### src/nt_status_pkg.sv
// Shared constants and types for the termination status lamp controller
package nt_status_pkg;

  // ----------------------------------------------------------------
  // Clock and timing
  // ----------------------------------------------------------------
  localparam int unsigned CNT_W         = 34;
  localparam longint     CLK_KHZ       = 125000;
  localparam longint     LAMP_TEST_MS  = 1000;
  localparam longint     ERR_FLASH_MS  = 10000;
  localparam longint     QUIET_MS      = 75000;
  // Half period of the common blink; about 1.7 Hz
  localparam longint     FLASH_HALF_MS = 300;

  localparam logic [CNT_W-1:0] LAMP_TEST_CYC  = CNT_W'(LAMP_TEST_MS * CLK_KHZ);
  localparam logic [CNT_W-1:0] ERR_FLASH_CYC  = CNT_W'(ERR_FLASH_MS * CLK_KHZ);
  localparam logic [CNT_W-1:0] QUIET_CYC      = CNT_W'(QUIET_MS * CLK_KHZ);
  localparam logic [CNT_W-1:0] FLASH_HALF_CYC = CNT_W'(FLASH_HALF_MS * CLK_KHZ);

  // ----------------------------------------------------------------
  // Register map (byte addresses)
  // ----------------------------------------------------------------
  localparam int unsigned ADR_W       = 8;
  localparam logic [7:0]  OFS_CTRL    = 8'h00;
  localparam logic [7:0]  OFS_STATUS  = 8'h04;
  localparam logic [7:0]  OFS_IRQ_ST  = 8'h08;
  localparam logic [7:0]  OFS_IRQ_MSK = 8'h0C;

  // Control fields
  localparam int unsigned CTRL_QUIET_EN = 0;
  localparam logic [0:0]  CTRL_RESET    = 1'h1;

  // Status fields
  localparam int unsigned STAT_STATE_LSB = 0;
  localparam int unsigned STAT_LAMP_LSB  = 4;

  // Interrupt event bits
  localparam int unsigned EV_W         = 4;
  localparam int unsigned EV_STATE_CHG = 0;
  localparam int unsigned EV_SELF_FAIL = 1;
  localparam int unsigned EV_QUIET_END = 2;
  localparam int unsigned EV_PWR_FAULT = 3;
  localparam logic [3:0]  IRQ_MSK_RESET = 4'h0;

  // Lamp vector bit positions
  localparam int unsigned LAMP_TERM   = 0;
  localparam int unsigned LAMP_ACTIVE = 1;
  localparam int unsigned LAMP_LINE   = 2;
  localparam int unsigned LAMP_POWER  = 3;

  // ----------------------------------------------------------------
  // Numbered unit states, codes 0 through 7 in order
  // ----------------------------------------------------------------
  typedef enum logic [2:0] {
    ST_OFF,
    ST_SELF_TEST,
    ST_INT_ERR,
    ST_DEACT,
    ST_PENDING,
    ST_TERM_ERR,
    ST_ACTIVE,
    ST_QUIET
  } unit_state_t;

endpackage

### src/line_term_status.sv
// Lamp and state controller for a basic-rate network termination unit
//
// Implementation choices: the Wishbone interface to the registers and the address map.
module line_term_status
  import nt_status_pkg::*;
#(
  parameter logic [CNT_W-1:0] LAMP_CYC  = LAMP_TEST_CYC,
  parameter logic [CNT_W-1:0] ERR_CYC   = ERR_FLASH_CYC,
  parameter logic [CNT_W-1:0] QUIET_LEN = QUIET_CYC,
  parameter logic [CNT_W-1:0] BLINK_CYC = FLASH_HALF_CYC
) (
  input  wire logic             clk_i,
  input  wire logic             rst_i,
  // Status conditions
  input  wire logic             power_present_i,
  input  wire logic             power_good_i,
  input  wire logic             self_test_fail_i,
  input  wire logic             line_signal_i,
  input  wire logic             line_active_i,
  input  wire logic             line_frame_err_i,
  input  wire logic             sealing_current_i,
  input  wire logic             term_present_i,
  input  wire logic             term_info3_bad_i,
  input  wire logic             mechanized_loop_test_i,
  // Lamps and state
  output logic                  lamp_power_o,
  output logic                  lamp_line_err_o,
  output logic                  lamp_active_o,
  output logic                  lamp_term_err_o,
  output logic [2:0]            state_o,
  output logic                  irq_o,
  // Wishbone classic slave
  input  wire logic             wb_cyc_i,
  input  wire logic             wb_stb_i,
  input  wire logic             wb_we_i,
  input  wire logic [ADR_W-1:0] wb_adr_i,
  input  wire logic [3:0]       wb_sel_i,
  input  wire logic [31:0]      wb_dat_i,
  output logic [31:0]           wb_dat_o,
  output logic                  wb_ack_o
);

  // ----------------------------------------------------------------
  // State
  // ----------------------------------------------------------------
  typedef struct packed {
    unit_state_t      st;
    logic [CNT_W-1:0] tmr;
    logic [CNT_W-1:0] qtmr;
    logic [3:0]       lamps;
    logic             ack;
    logic [31:0]      dat;
    logic             quiet_en;
    logic [EV_W-1:0]  irq_st;
    logic [EV_W-1:0]  irq_msk;
    logic             irq;
    logic             pgood;
  } regs_t;

  regs_t           r_ff;
  regs_t           nxt_r;
  logic            blink;
  logic [EV_W-1:0] ev;
  logic            take;
  logic            pw;

  flash_divider #(
    .HALF_CYC (BLINK_CYC)
  ) flash_divider_i (
    .clk_i   (clk_i),
    .rst_i   (rst_i),
    .blink_o (blink)
  );

  // ----------------------------------------------------------------
  // Settled state from current line and terminal conditions
  // ----------------------------------------------------------------
  function automatic unit_state_t eval_state(
    input logic sig,
    input logic act,
    input logic ferr,
    input logic tpres,
    input logic i3bad
  );
    unit_state_t s;
    if (!sig && !tpres) begin
      s = ST_DEACT;
    end else if (!tpres || i3bad) begin
      // Terminal side decides over line activity and frame errors
      s = ST_TERM_ERR;
    end else if (!act || ferr) begin
      s = ST_PENDING;
    end else begin
      s = ST_ACTIVE;
    end
    return s;
  endfunction

  // ----------------------------------------------------------------
  // Next-state logic
  // ----------------------------------------------------------------
  always_comb begin
    nxt_r       = r_ff;
    ev          = '0;
    take        = wb_cyc_i && wb_stb_i && !r_ff.ack;
    nxt_r.ack   = take;
    nxt_r.tmr   = r_ff.tmr + CNT_W'(1);
    nxt_r.qtmr  = r_ff.qtmr + CNT_W'(1);
    nxt_r.pgood = power_good_i;

    unique case (r_ff.st)
      ST_OFF: begin
        // Only a power return starts the
        if (power_present_i) begin
          nxt_r.st  = ST_SELF_TEST;
          nxt_r.tmr = '0;
        end
      end
      ST_SELF_TEST: begin
        if (r_ff.tmr == LAMP_CYC - CNT_W'(1)) begin
          nxt_r.tmr = '0;
          if (self_test_fail_i) begin
            nxt_r.st         = ST_INT_ERR;
            ev[EV_SELF_FAIL] = 1'b1;
          end else begin
            // Good test goes straight to the working state
            nxt_r.st = eval_state(line_signal_i, line_active_i, line_frame_err_i,
                                  term_present_i, term_info3_bad_i);
          end
        end
      end
      ST_INT_ERR: begin
        if (r_ff.tmr == ERR_CYC - CNT_W'(1)) begin
          nxt_r.st  = ST_SELF_TEST;
          nxt_r.tmr = '0;
        end
      end
      ST_QUIET: begin
        if (mechanized_loop_test_i) begin
          nxt_r.qtmr = '0;
        end else if (r_ff.qtmr == QUIET_LEN - CNT_W'(1)) begin
          ev[EV_QUIET_END] = 1'b1;
          nxt_r.st = eval_state(line_signal_i, line_active_i, line_frame_err_i,
                                term_present_i, term_info3_bad_i);
        end
      end
      ST_DEACT, ST_PENDING, ST_TERM_ERR, ST_ACTIVE: begin
        if (mechanized_loop_test_i && r_ff.quiet_en && line_signal_i) begin
          nxt_r.st   = ST_QUIET;
          nxt_r.qtmr = '0;
        end else begin
          // Frame errors park in pending only
          nxt_r.st = eval_state(line_signal_i, line_active_i, line_frame_err_i,
                                term_present_i, term_info3_bad_i);
        end
      end
    endcase

    // Loss of input power overrides everything
    if (!power_present_i) begin
      nxt_r.st = ST_OFF;
    end
    ev[EV_STATE_CHG] = nxt_r.st != r_ff.st;
    ev[EV_PWR_FAULT] = power_present_i && r_ff.pgood && !power_good_i;

    // Lamps follow the next state so they change with state_o
    pw = power_good_i ? 1'b1 : blink;
    unique case (nxt_r.st)
      ST_OFF:       nxt_r.lamps = 4'h0;
      ST_SELF_TEST: nxt_r.lamps = 4'hF;
      ST_INT_ERR:   nxt_r.lamps = {4{blink}};
      ST_DEACT:     nxt_r.lamps = {pw, 3'h0};
      ST_PENDING:   nxt_r.lamps = {pw, sealing_current_i ? 1'b1 : blink, 2'h0};
      ST_TERM_ERR:  nxt_r.lamps = {pw, 2'h0, 1'b1};
      ST_ACTIVE:    nxt_r.lamps = {pw, 1'b0, 1'b1, 1'b0};
      ST_QUIET:     nxt_r.lamps = {pw, 1'b0, blink, 1'b0};
    endcase

    // ----------------------------------------------------------------
    // Register access; one wait state, unmapped reads give zero
    // ----------------------------------------------------------------
    nxt_r.dat = '0;
    if (take && !wb_we_i) begin
      unique case (wb_adr_i)
        OFS_CTRL:    nxt_r.dat[CTRL_QUIET_EN] = r_ff.quiet_en;
        OFS_STATUS: begin
          nxt_r.dat[STAT_STATE_LSB +: 3] = r_ff.st;
          nxt_r.dat[STAT_LAMP_LSB +: 4]  = r_ff.lamps;
        end
        OFS_IRQ_ST:  nxt_r.dat[EV_W-1:0] = r_ff.irq_st;
        OFS_IRQ_MSK: nxt_r.dat[EV_W-1:0] = r_ff.irq_msk;
        default:     nxt_r.dat = '0;
      endcase
    end
    if (take && wb_we_i && wb_sel_i[0]) begin
      unique case (wb_adr_i)
        OFS_CTRL:    nxt_r.quiet_en = wb_dat_i[CTRL_QUIET_EN];
        OFS_IRQ_MSK: nxt_r.irq_msk  = wb_dat_i[EV_W-1:0];
        default:     nxt_r.quiet_en = r_ff.quiet_en;
      endcase
    end
    // Read clears; a new event in the same cycle still sets
    if (take && !wb_we_i && wb_adr_i == OFS_IRQ_ST) begin
      nxt_r.irq_st = '0;
    end
    nxt_r.irq_st = nxt_r.irq_st | ev;
    nxt_r.irq    = |(nxt_r.irq_st & nxt_r.irq_msk);
  end

  always_ff @(posedge clk_i) begin
    if (rst_i) begin
      // Reset stands for power-up
      r_ff          <= '0;
      r_ff.st       <= ST_SELF_TEST;
      r_ff.lamps    <= 4'hF;
      r_ff.quiet_en <= CTRL_RESET;
      r_ff.irq_msk  <= IRQ_MSK_RESET;
      r_ff.pgood    <= 1'b1;
    end else begin
      r_ff <= nxt_r;
    end
  end

  assign lamp_power_o    = r_ff.lamps[LAMP_POWER];
  assign lamp_line_err_o = r_ff.lamps[LAMP_LINE];
  assign lamp_active_o   = r_ff.lamps[LAMP_ACTIVE];
  assign lamp_term_err_o = r_ff.lamps[LAMP_TERM];
  assign state_o         = r_ff.st;
  assign irq_o           = r_ff.irq;
  assign wb_dat_o        = r_ff.dat;
  assign wb_ack_o        = r_ff.ack;
endmodule

### src/flash_divider.sv
// Common blink phase generator for all flashing lamps
module flash_divider
  import nt_status_pkg::*;
#(
  parameter logic [CNT_W-1:0] HALF_CYC = FLASH_HALF_CYC
) (
  input  wire logic clk_i,
  input  wire logic rst_i,
  output logic      blink_o
);

  // ----------------------------------------------------------------
  // State
  // ----------------------------------------------------------------
  typedef struct packed {
    logic [CNT_W-1:0] cnt;
    logic             phase;
  } div_t;

  div_t r_ff;
  div_t nxt_r;

  // ----------------------------------------------------------------
  // Divider
  // ----------------------------------------------------------------
  // One shared divider keeps every flashing lamp in phase
  always_comb begin
    nxt_r     = r_ff;
    nxt_r.cnt = r_ff.cnt + CNT_W'(1);
    if (r_ff.cnt >= HALF_CYC - CNT_W'(1)) begin
      nxt_r.cnt   = '0;
      nxt_r.phase = !r_ff.phase;
    end
  end

  always_ff @(posedge clk_i) begin
    if (rst_i) begin
      r_ff <= '0;
    end else begin
      r_ff <= nxt_r;
    end
  end

  assign blink_o = r_ff.phase;
endmodule

### config.mk
export PLATFORM = sky130hd
export DESIGN_NAME = line_term_status
export DESIGN_NICKNAME = d
export VERILOG_FILES = /design/src/nt_status_pkg.sv /design/src/line_term_status.sv /design/src/flash_divider.sv
export SDC_FILE = /design/constraint.sdc
export NUM_CORES = 1
export LEC_CHECK = 0
export ABC_AREA = 1
export ABC_CLOCK_PERIOD_IN_PS = 3400
export BUFFER_PORTS_ARGS = -buffer_cell sky130_fd_sc_hd__clkbuf_2
export CORE_MARGIN = 2
export CORE_UTILIZATION = 47
export CTS_CLUSTER_DIAMETER = 100
export CTS_CLUSTER_SIZE = 8
export DETAILED_ROUTE_END_ITERATION = 6
export GPL_TIMING_DRIVEN = 0
export PLACE_DENSITY = 0.66
export SLEW_MARGIN = 10
export SYNTH_ARGS = -nofsm -noshare
export SYNTH_HDL_FRONTEND = slang
export SYNTH_HIERARCHICAL = 1
export SYNTH_SLANG_ARGS = --single-unit
### constraint.sdc
create_clock -name clk_i -period 3.4 [get_ports clk_i]
set_clock_uncertainty 0.05 [all_clocks]
set_input_delay 0.51 -clock clk_i [delete_from_list [all_inputs] [get_ports clk_i]]
set_output_delay 0.51 -clock clk_i [all_outputs]
set_load 0.01 [all_outputs]
Word-level counts from Yosys, hierarchy flattened
Cells that the tools add are included.

Mux-type cells: 31. Add/subtract/negate cells: 3. Bitwise gates (word level): 4. Eq/ne operators: 21. Reductions and logical operators: 29. Magnitude comparators: 1.

Operators with widths (count): $mux W37 (3); $add A34 B1 Y34 const B (3); $pmux W34 S3 (1); $mux W34 (2); $pmux W34 S2 (1); $eq A34 B27 Y1 const B (1); $eq A34 B31 Y1 const B (1); $eq A34 B34 Y1 const B (1); $ge A34 B26 Y1 const B (1); $pmux W4 S8 (1); $eq A3 B3 Y1 const B (8); $mux W3 (6); $eq A8 B4 Y1 const B (2); $pmux W3 S5 (1); $eq A3 B2 Y1 const B (4); $mux W4 (3); $logic_and A1 B1 Y1 (11); $eq A8 B3 Y1 const B (1); $logic_not A8 Y1 (1); $mux W1 (8); $reduce_or A4 Y1 (2); $logic_not A1 Y1 (7); $eq A3 B1 Y1 const B (2); $logic_not A3 Y1 (2); other kinds (12) (16).

Output and inout port bits: 41. Bits of input ports: 59. Register bits after elaboration: 154.

Depth between registers and ports, before layout
Depth in word-level cells: 13. Gate-level depth with buffers: 16.

Cells and area by module
Netlist, hierarchy kept.

By module, submodules not included: line_term_status (instances 1, cells an instance 754, area each 5227.5 um2); flash_divider (instances 1, cells an instance 257, area each 1983.2 um2).

Worst setup path after synthesis
OpenSTA, ideal clock, no wires.

Path kind: input to register. From: input port wb_adr_i[1]. To: register r_ff (netlist bit irq_o). Library setup time: 0.116 ns. Setup slack: 1.510 ns. Required time: 3.234 ns. Data arrival time: 1.723 ns. Cell stages on the path: 10. Buffers on the path: 0. Cells stage by stage: nor2_1 > nand3_2 > nor3_4 > nand2_1 > or2_0 > o21ai_0 > or2_1 > o21ai_0 > o21ai_0 > nand2_1.

Cells in the longest elaborated chain, start to end: 6. Elaborated cells on any way between the ends: 9. Classes of those cells: eq/ne (2); mux (3); bitwise (2); reduce/logical (2).

RTL lines: from (decl) (line line_term_status.sv:36) `input wire logic [ADR_W-1:0] wb_adr_i,`; $eq A8 B4 Y1 (line line_term_status.sv:203) `if (take && !wb_we_i && wb_adr_i == OFS_IRQ_ST) begin`; $logic_and A1 B1 Y1 (line line_term_status.sv:203); $mux W4 (line line_term_status.sv:203); $or A4 B4 Y4 (line line_term_status.sv:206) `nxt_r.irq_st = nxt_r.irq_st | ev;`; $and A4 B4 Y4 (*) (line line_term_status.sv:207) `nxt_r.irq = |(nxt_r.irq_st & nxt_r.irq_msk);`; $reduce_or A4 Y1 (*) (line line_term_status.sv:207); to (signal assigned) (line line_term_status.sv:220) `r_ff <= nxt_r;`; to (decl) (line line_term_status.sv:60) `regs_t r_ff;`.

Mark *: on every way between the ends. The rest lies on a longest branch, timed or not. A chain may end at the register's enable or synchronous reset.

Final worst setup path
From: register r_ff[48] (netlist bit). To: register r_ff[6] (netlist bit).

Cells in the longest elaborated chain, start to end: 7.

RTL lines: $eq A34 B34 Y1 (line line_term_status.sv:141) `end else if (r_ff.qtmr == QUIET_LEN - CNT_W'(1)) begin`; $mux W3 (line line_term_status.sv:141); $mux W3 (line line_term_status.sv:139) `if (mechanized_loop_test_i) begin`; $pmux W3 S5 (line line_term_status.sv:111) `unique case (r_ff.st)`; $mux W3 (line line_term_status.sv:160) `if (!power_present_i) begin`; $ne A3 B3 Y1 (line line_term_status.sv:163) `ev[EV_STATE_CHG] = nxt_r.st != r_ff.st;`; $or A4 B4 Y4 (line line_term_status.sv:206).

No other way between the ends.

==> qor.yml <==
netlist_area_sq_mm: 0.00721
relSlewSlack: 0.647
antenna_found_initial: 0
syn_area_per_cell_sq_um: 7.13
clkLatencyLatePin_ps: 420
die-area_sq_mm: 0.0163
ys_async_sr_fraction: 0
synth-compound-area-share: 0.0352
start_kind: "flop"
die_h_microns: 128
criticalPathCategory: "flop to flop"
start_util: 0.478
cts_resized: 0
critPathRequiredTime_ps: 3670
fillers: 1453
synthMuxAreaShare: 0.00278
syn_inst: 1011
cap_viol_max_count: 0
wl_mm: 15.1
wl_per_cell_microns: 11.6
coreArea_sq_mm: 0.0151
hp-class: "input port to flop"
cts_root_buffer: "clkbuf_16"
cts_hold_buffers: 0
status: "complete, no violations"
final-max-slew-violation-count: 0
drc_errors: 0
gp_congestion: 0.887
dp_hpwl_mm: 11.5
cts.htree.levels: 4
setup_viol_count_final: 0
rows: 45
grt_pass1_wl_mm: 25.5
irDropWorstVdd_v: 0.000367
cts.reportedPaths.clkPinSlew_ps: 60
endpoint_kind: "flop"
grt_setup_unrepaired: "false"
grt_max_degree: 17
synth_xor_area_frac: 0.0668
grt_usage: 0.193
ys_warn_count: 6
holdPathStages: 2
worstRegToRegCells: 13
syn_to_final_growth_pct: 16.7
yosysSeqAreaShare: 0.361
yosys.cell_types.count: 46
first_global_vias: 5600
numPortBuffers: 43
synthSimpleGateAreaFrac: 0.401
final_nets: 1165
whs_ps: 272
total_power_uw: 3690
power-per-cell-area_mw_per_mm2: 438
timing.final.crit_share: 0.661
cts_inserted_buffers: 17
tns_ps: 0
crit_fanout: 6
fmax_mhz: 445
ys_dominant_reg_cell: "dfxtp_1"
cts_setup_buffers: 0
tightestPinTransition_ps: 530
synth_top_family_by_area: "simple AND/OR/NAND/NOR gates"
synth_edf_count: 0
antennaDiodeCount: 0
io_pins: 100
cts_tree: "done"
hold_viol_final: 0
ys_ff_latch: 130
min_period_ps: 2250
crit_arrival_ps: 2510
drtIter0Drc: 300
cts.sinks: 130
leakage_uw: 0.00351
die-width_microns: 128
drt_first_pass_iters: 5
vias: 6045
viasPerCell: 4.64
synth_fa_ha_area_frac: 0.00521
clock_path_buffers: 2
drive_gt1_frac: 0.191
drtAntennaViolNets: 0
grt_overflow: 0
path summary, 6_finish.rpt:
kind / end / startpoint / slack, ps
setup / recovery: r_ff[6] / r_ff[48] / 1150
hold / removal: r_ff[0] / power_good_i / 270
setup reg to reg: r_ff[6] / r_ff[48] / 1150
hold reg to reg: wb_dat_o[5] / lamp_active_o / 380
cell usage in the layout (no fill, tap or decap), drive strengths merged, types with 4 or more instances in the layout:
cell	count
a21oi	12
buf	41
bufinv	5
clkbuf	69
conb	32
dfxtp	130
inv	152
nand2	215
nand3	74
nand4	23
nor2	201
nor3	46
nor3b	4
nor4	4
o21ai	17
or2	6
xnor2	12
xor2	43
synthesized netlist by cell type, types with 3 or more instances:
library cell	number	share of area
inv_2	13	0.0068
xnor2_1	12	0.015
o21ai_0	15	0.010
nand3_1	65	0.045
xor2_1	43	0.052
nor3_2	11	0.015
nand2_1	202	0.11
or2_2	4	0.0035
buf_4	36	0.037
nor3_1	33	0.023
dfxtp_1	130	0.36
nor2_1	156	0.081
nor2_4	31	0.048
nor4_1	3	0.0026
o211ai_1	3	0.0031
nand2_2	11	0.0095
a21oi_1	12	0.0083
inv_1	139	0.072
nor3b_1	4	0.0042
nand3_2	9	0.012
clkbuf_1	6	0.0031
nor2_2	14	0.012
nand4_1	22	0.019
ha_1	3	0.0052
o22ai_1	3	0.0026
buf_2	3	0.0021
power by group:
group	leakage (uW)	internal (uW)	switching [uW]	total, uW
logic	0.00216	58.0	85.6	144
clock network	0.000304	1330	660	1990
registers	0.00105	1540	11.0	1550
flip-flops by register name, summed over array words and instances (netlist names):
| name | count |
|---|---|
| r_ff | 78 |
| lamp_term_err_o | 1 |
| flash_divider_i/blink_o | 1 |
| lamp_power_o | 1 |
| wb_dat_o | 8 |
| irq_o | 1 |
| wb_ack_o | 1 |
| state_o | 3 |
| lamp_active_o | 1 |
| lamp_line_err_o | 1 |
| flash_divider_i/r_ff | 34 |
cell families (layout without fill, tap and decap cells):
kind of cell | after synthesis | in the layout
AOI/OAI and AO/OA | 43 | 43
muxes | 2 | 2
DFF | 130 | 130
buffers and inverters | 199 | 272
xor gates and xnor gates | 55 | 55
and+or+nand+nor | 577 | 577
other | 2 | 32
adders and majority gates | 3 | 3
area by class of cell:
class	count	area [sq um]	area share
Multi-Input combinational cell	712	3800	0.452
Sequential cell	130	2600	0.309
Inverter	152	571	0.0678
Clock buffer	20	457	0.0543
Buffer	47	348	0.0413
Tap cell	188	235	0.0280
Timing Repair Buffer	43	215	0.0256
Clock inverter	10	183	0.0217
through the flow:
step | instances | utilization | setup WS, ps | area, sq um
final | 1302 | 0.558 | 1150 | 8410
after global routing | 1302 | 0.558 | 931 | 8410
after CTS | 1302 | 0.558 | 1130 | 8410
after detailed placement | 1272 | 0.515 | 1070 | 7770
after global placement | 1272 | 0.515 | 1090 | 7770
after floorplan | 1041 | - | 1510 | 7320
critical path, stage by stage (launching register included):
cell	delay [ps]
dfxtp_1	350
ha_1	180
nand2_1	100
nor2_4	160
nand3_1	100
nor2_1	220
nand2_1	170
nand2_2	110
nand4_1	180
nand2_2	170
nand2_1	70
nand2_1	50
nand3_1	90
and2_1	150
layer usage:
metal,up-vias,share of wire,track usage
met5,-,0,0
met2,96,0.46,0.316
li1,3272,-,-
met3,15,0.037,0.0422
met1,2662,0.49,0.253
met4,0,0.013,0.0659
Note: power is estimated with default switching activity, not from simulation.
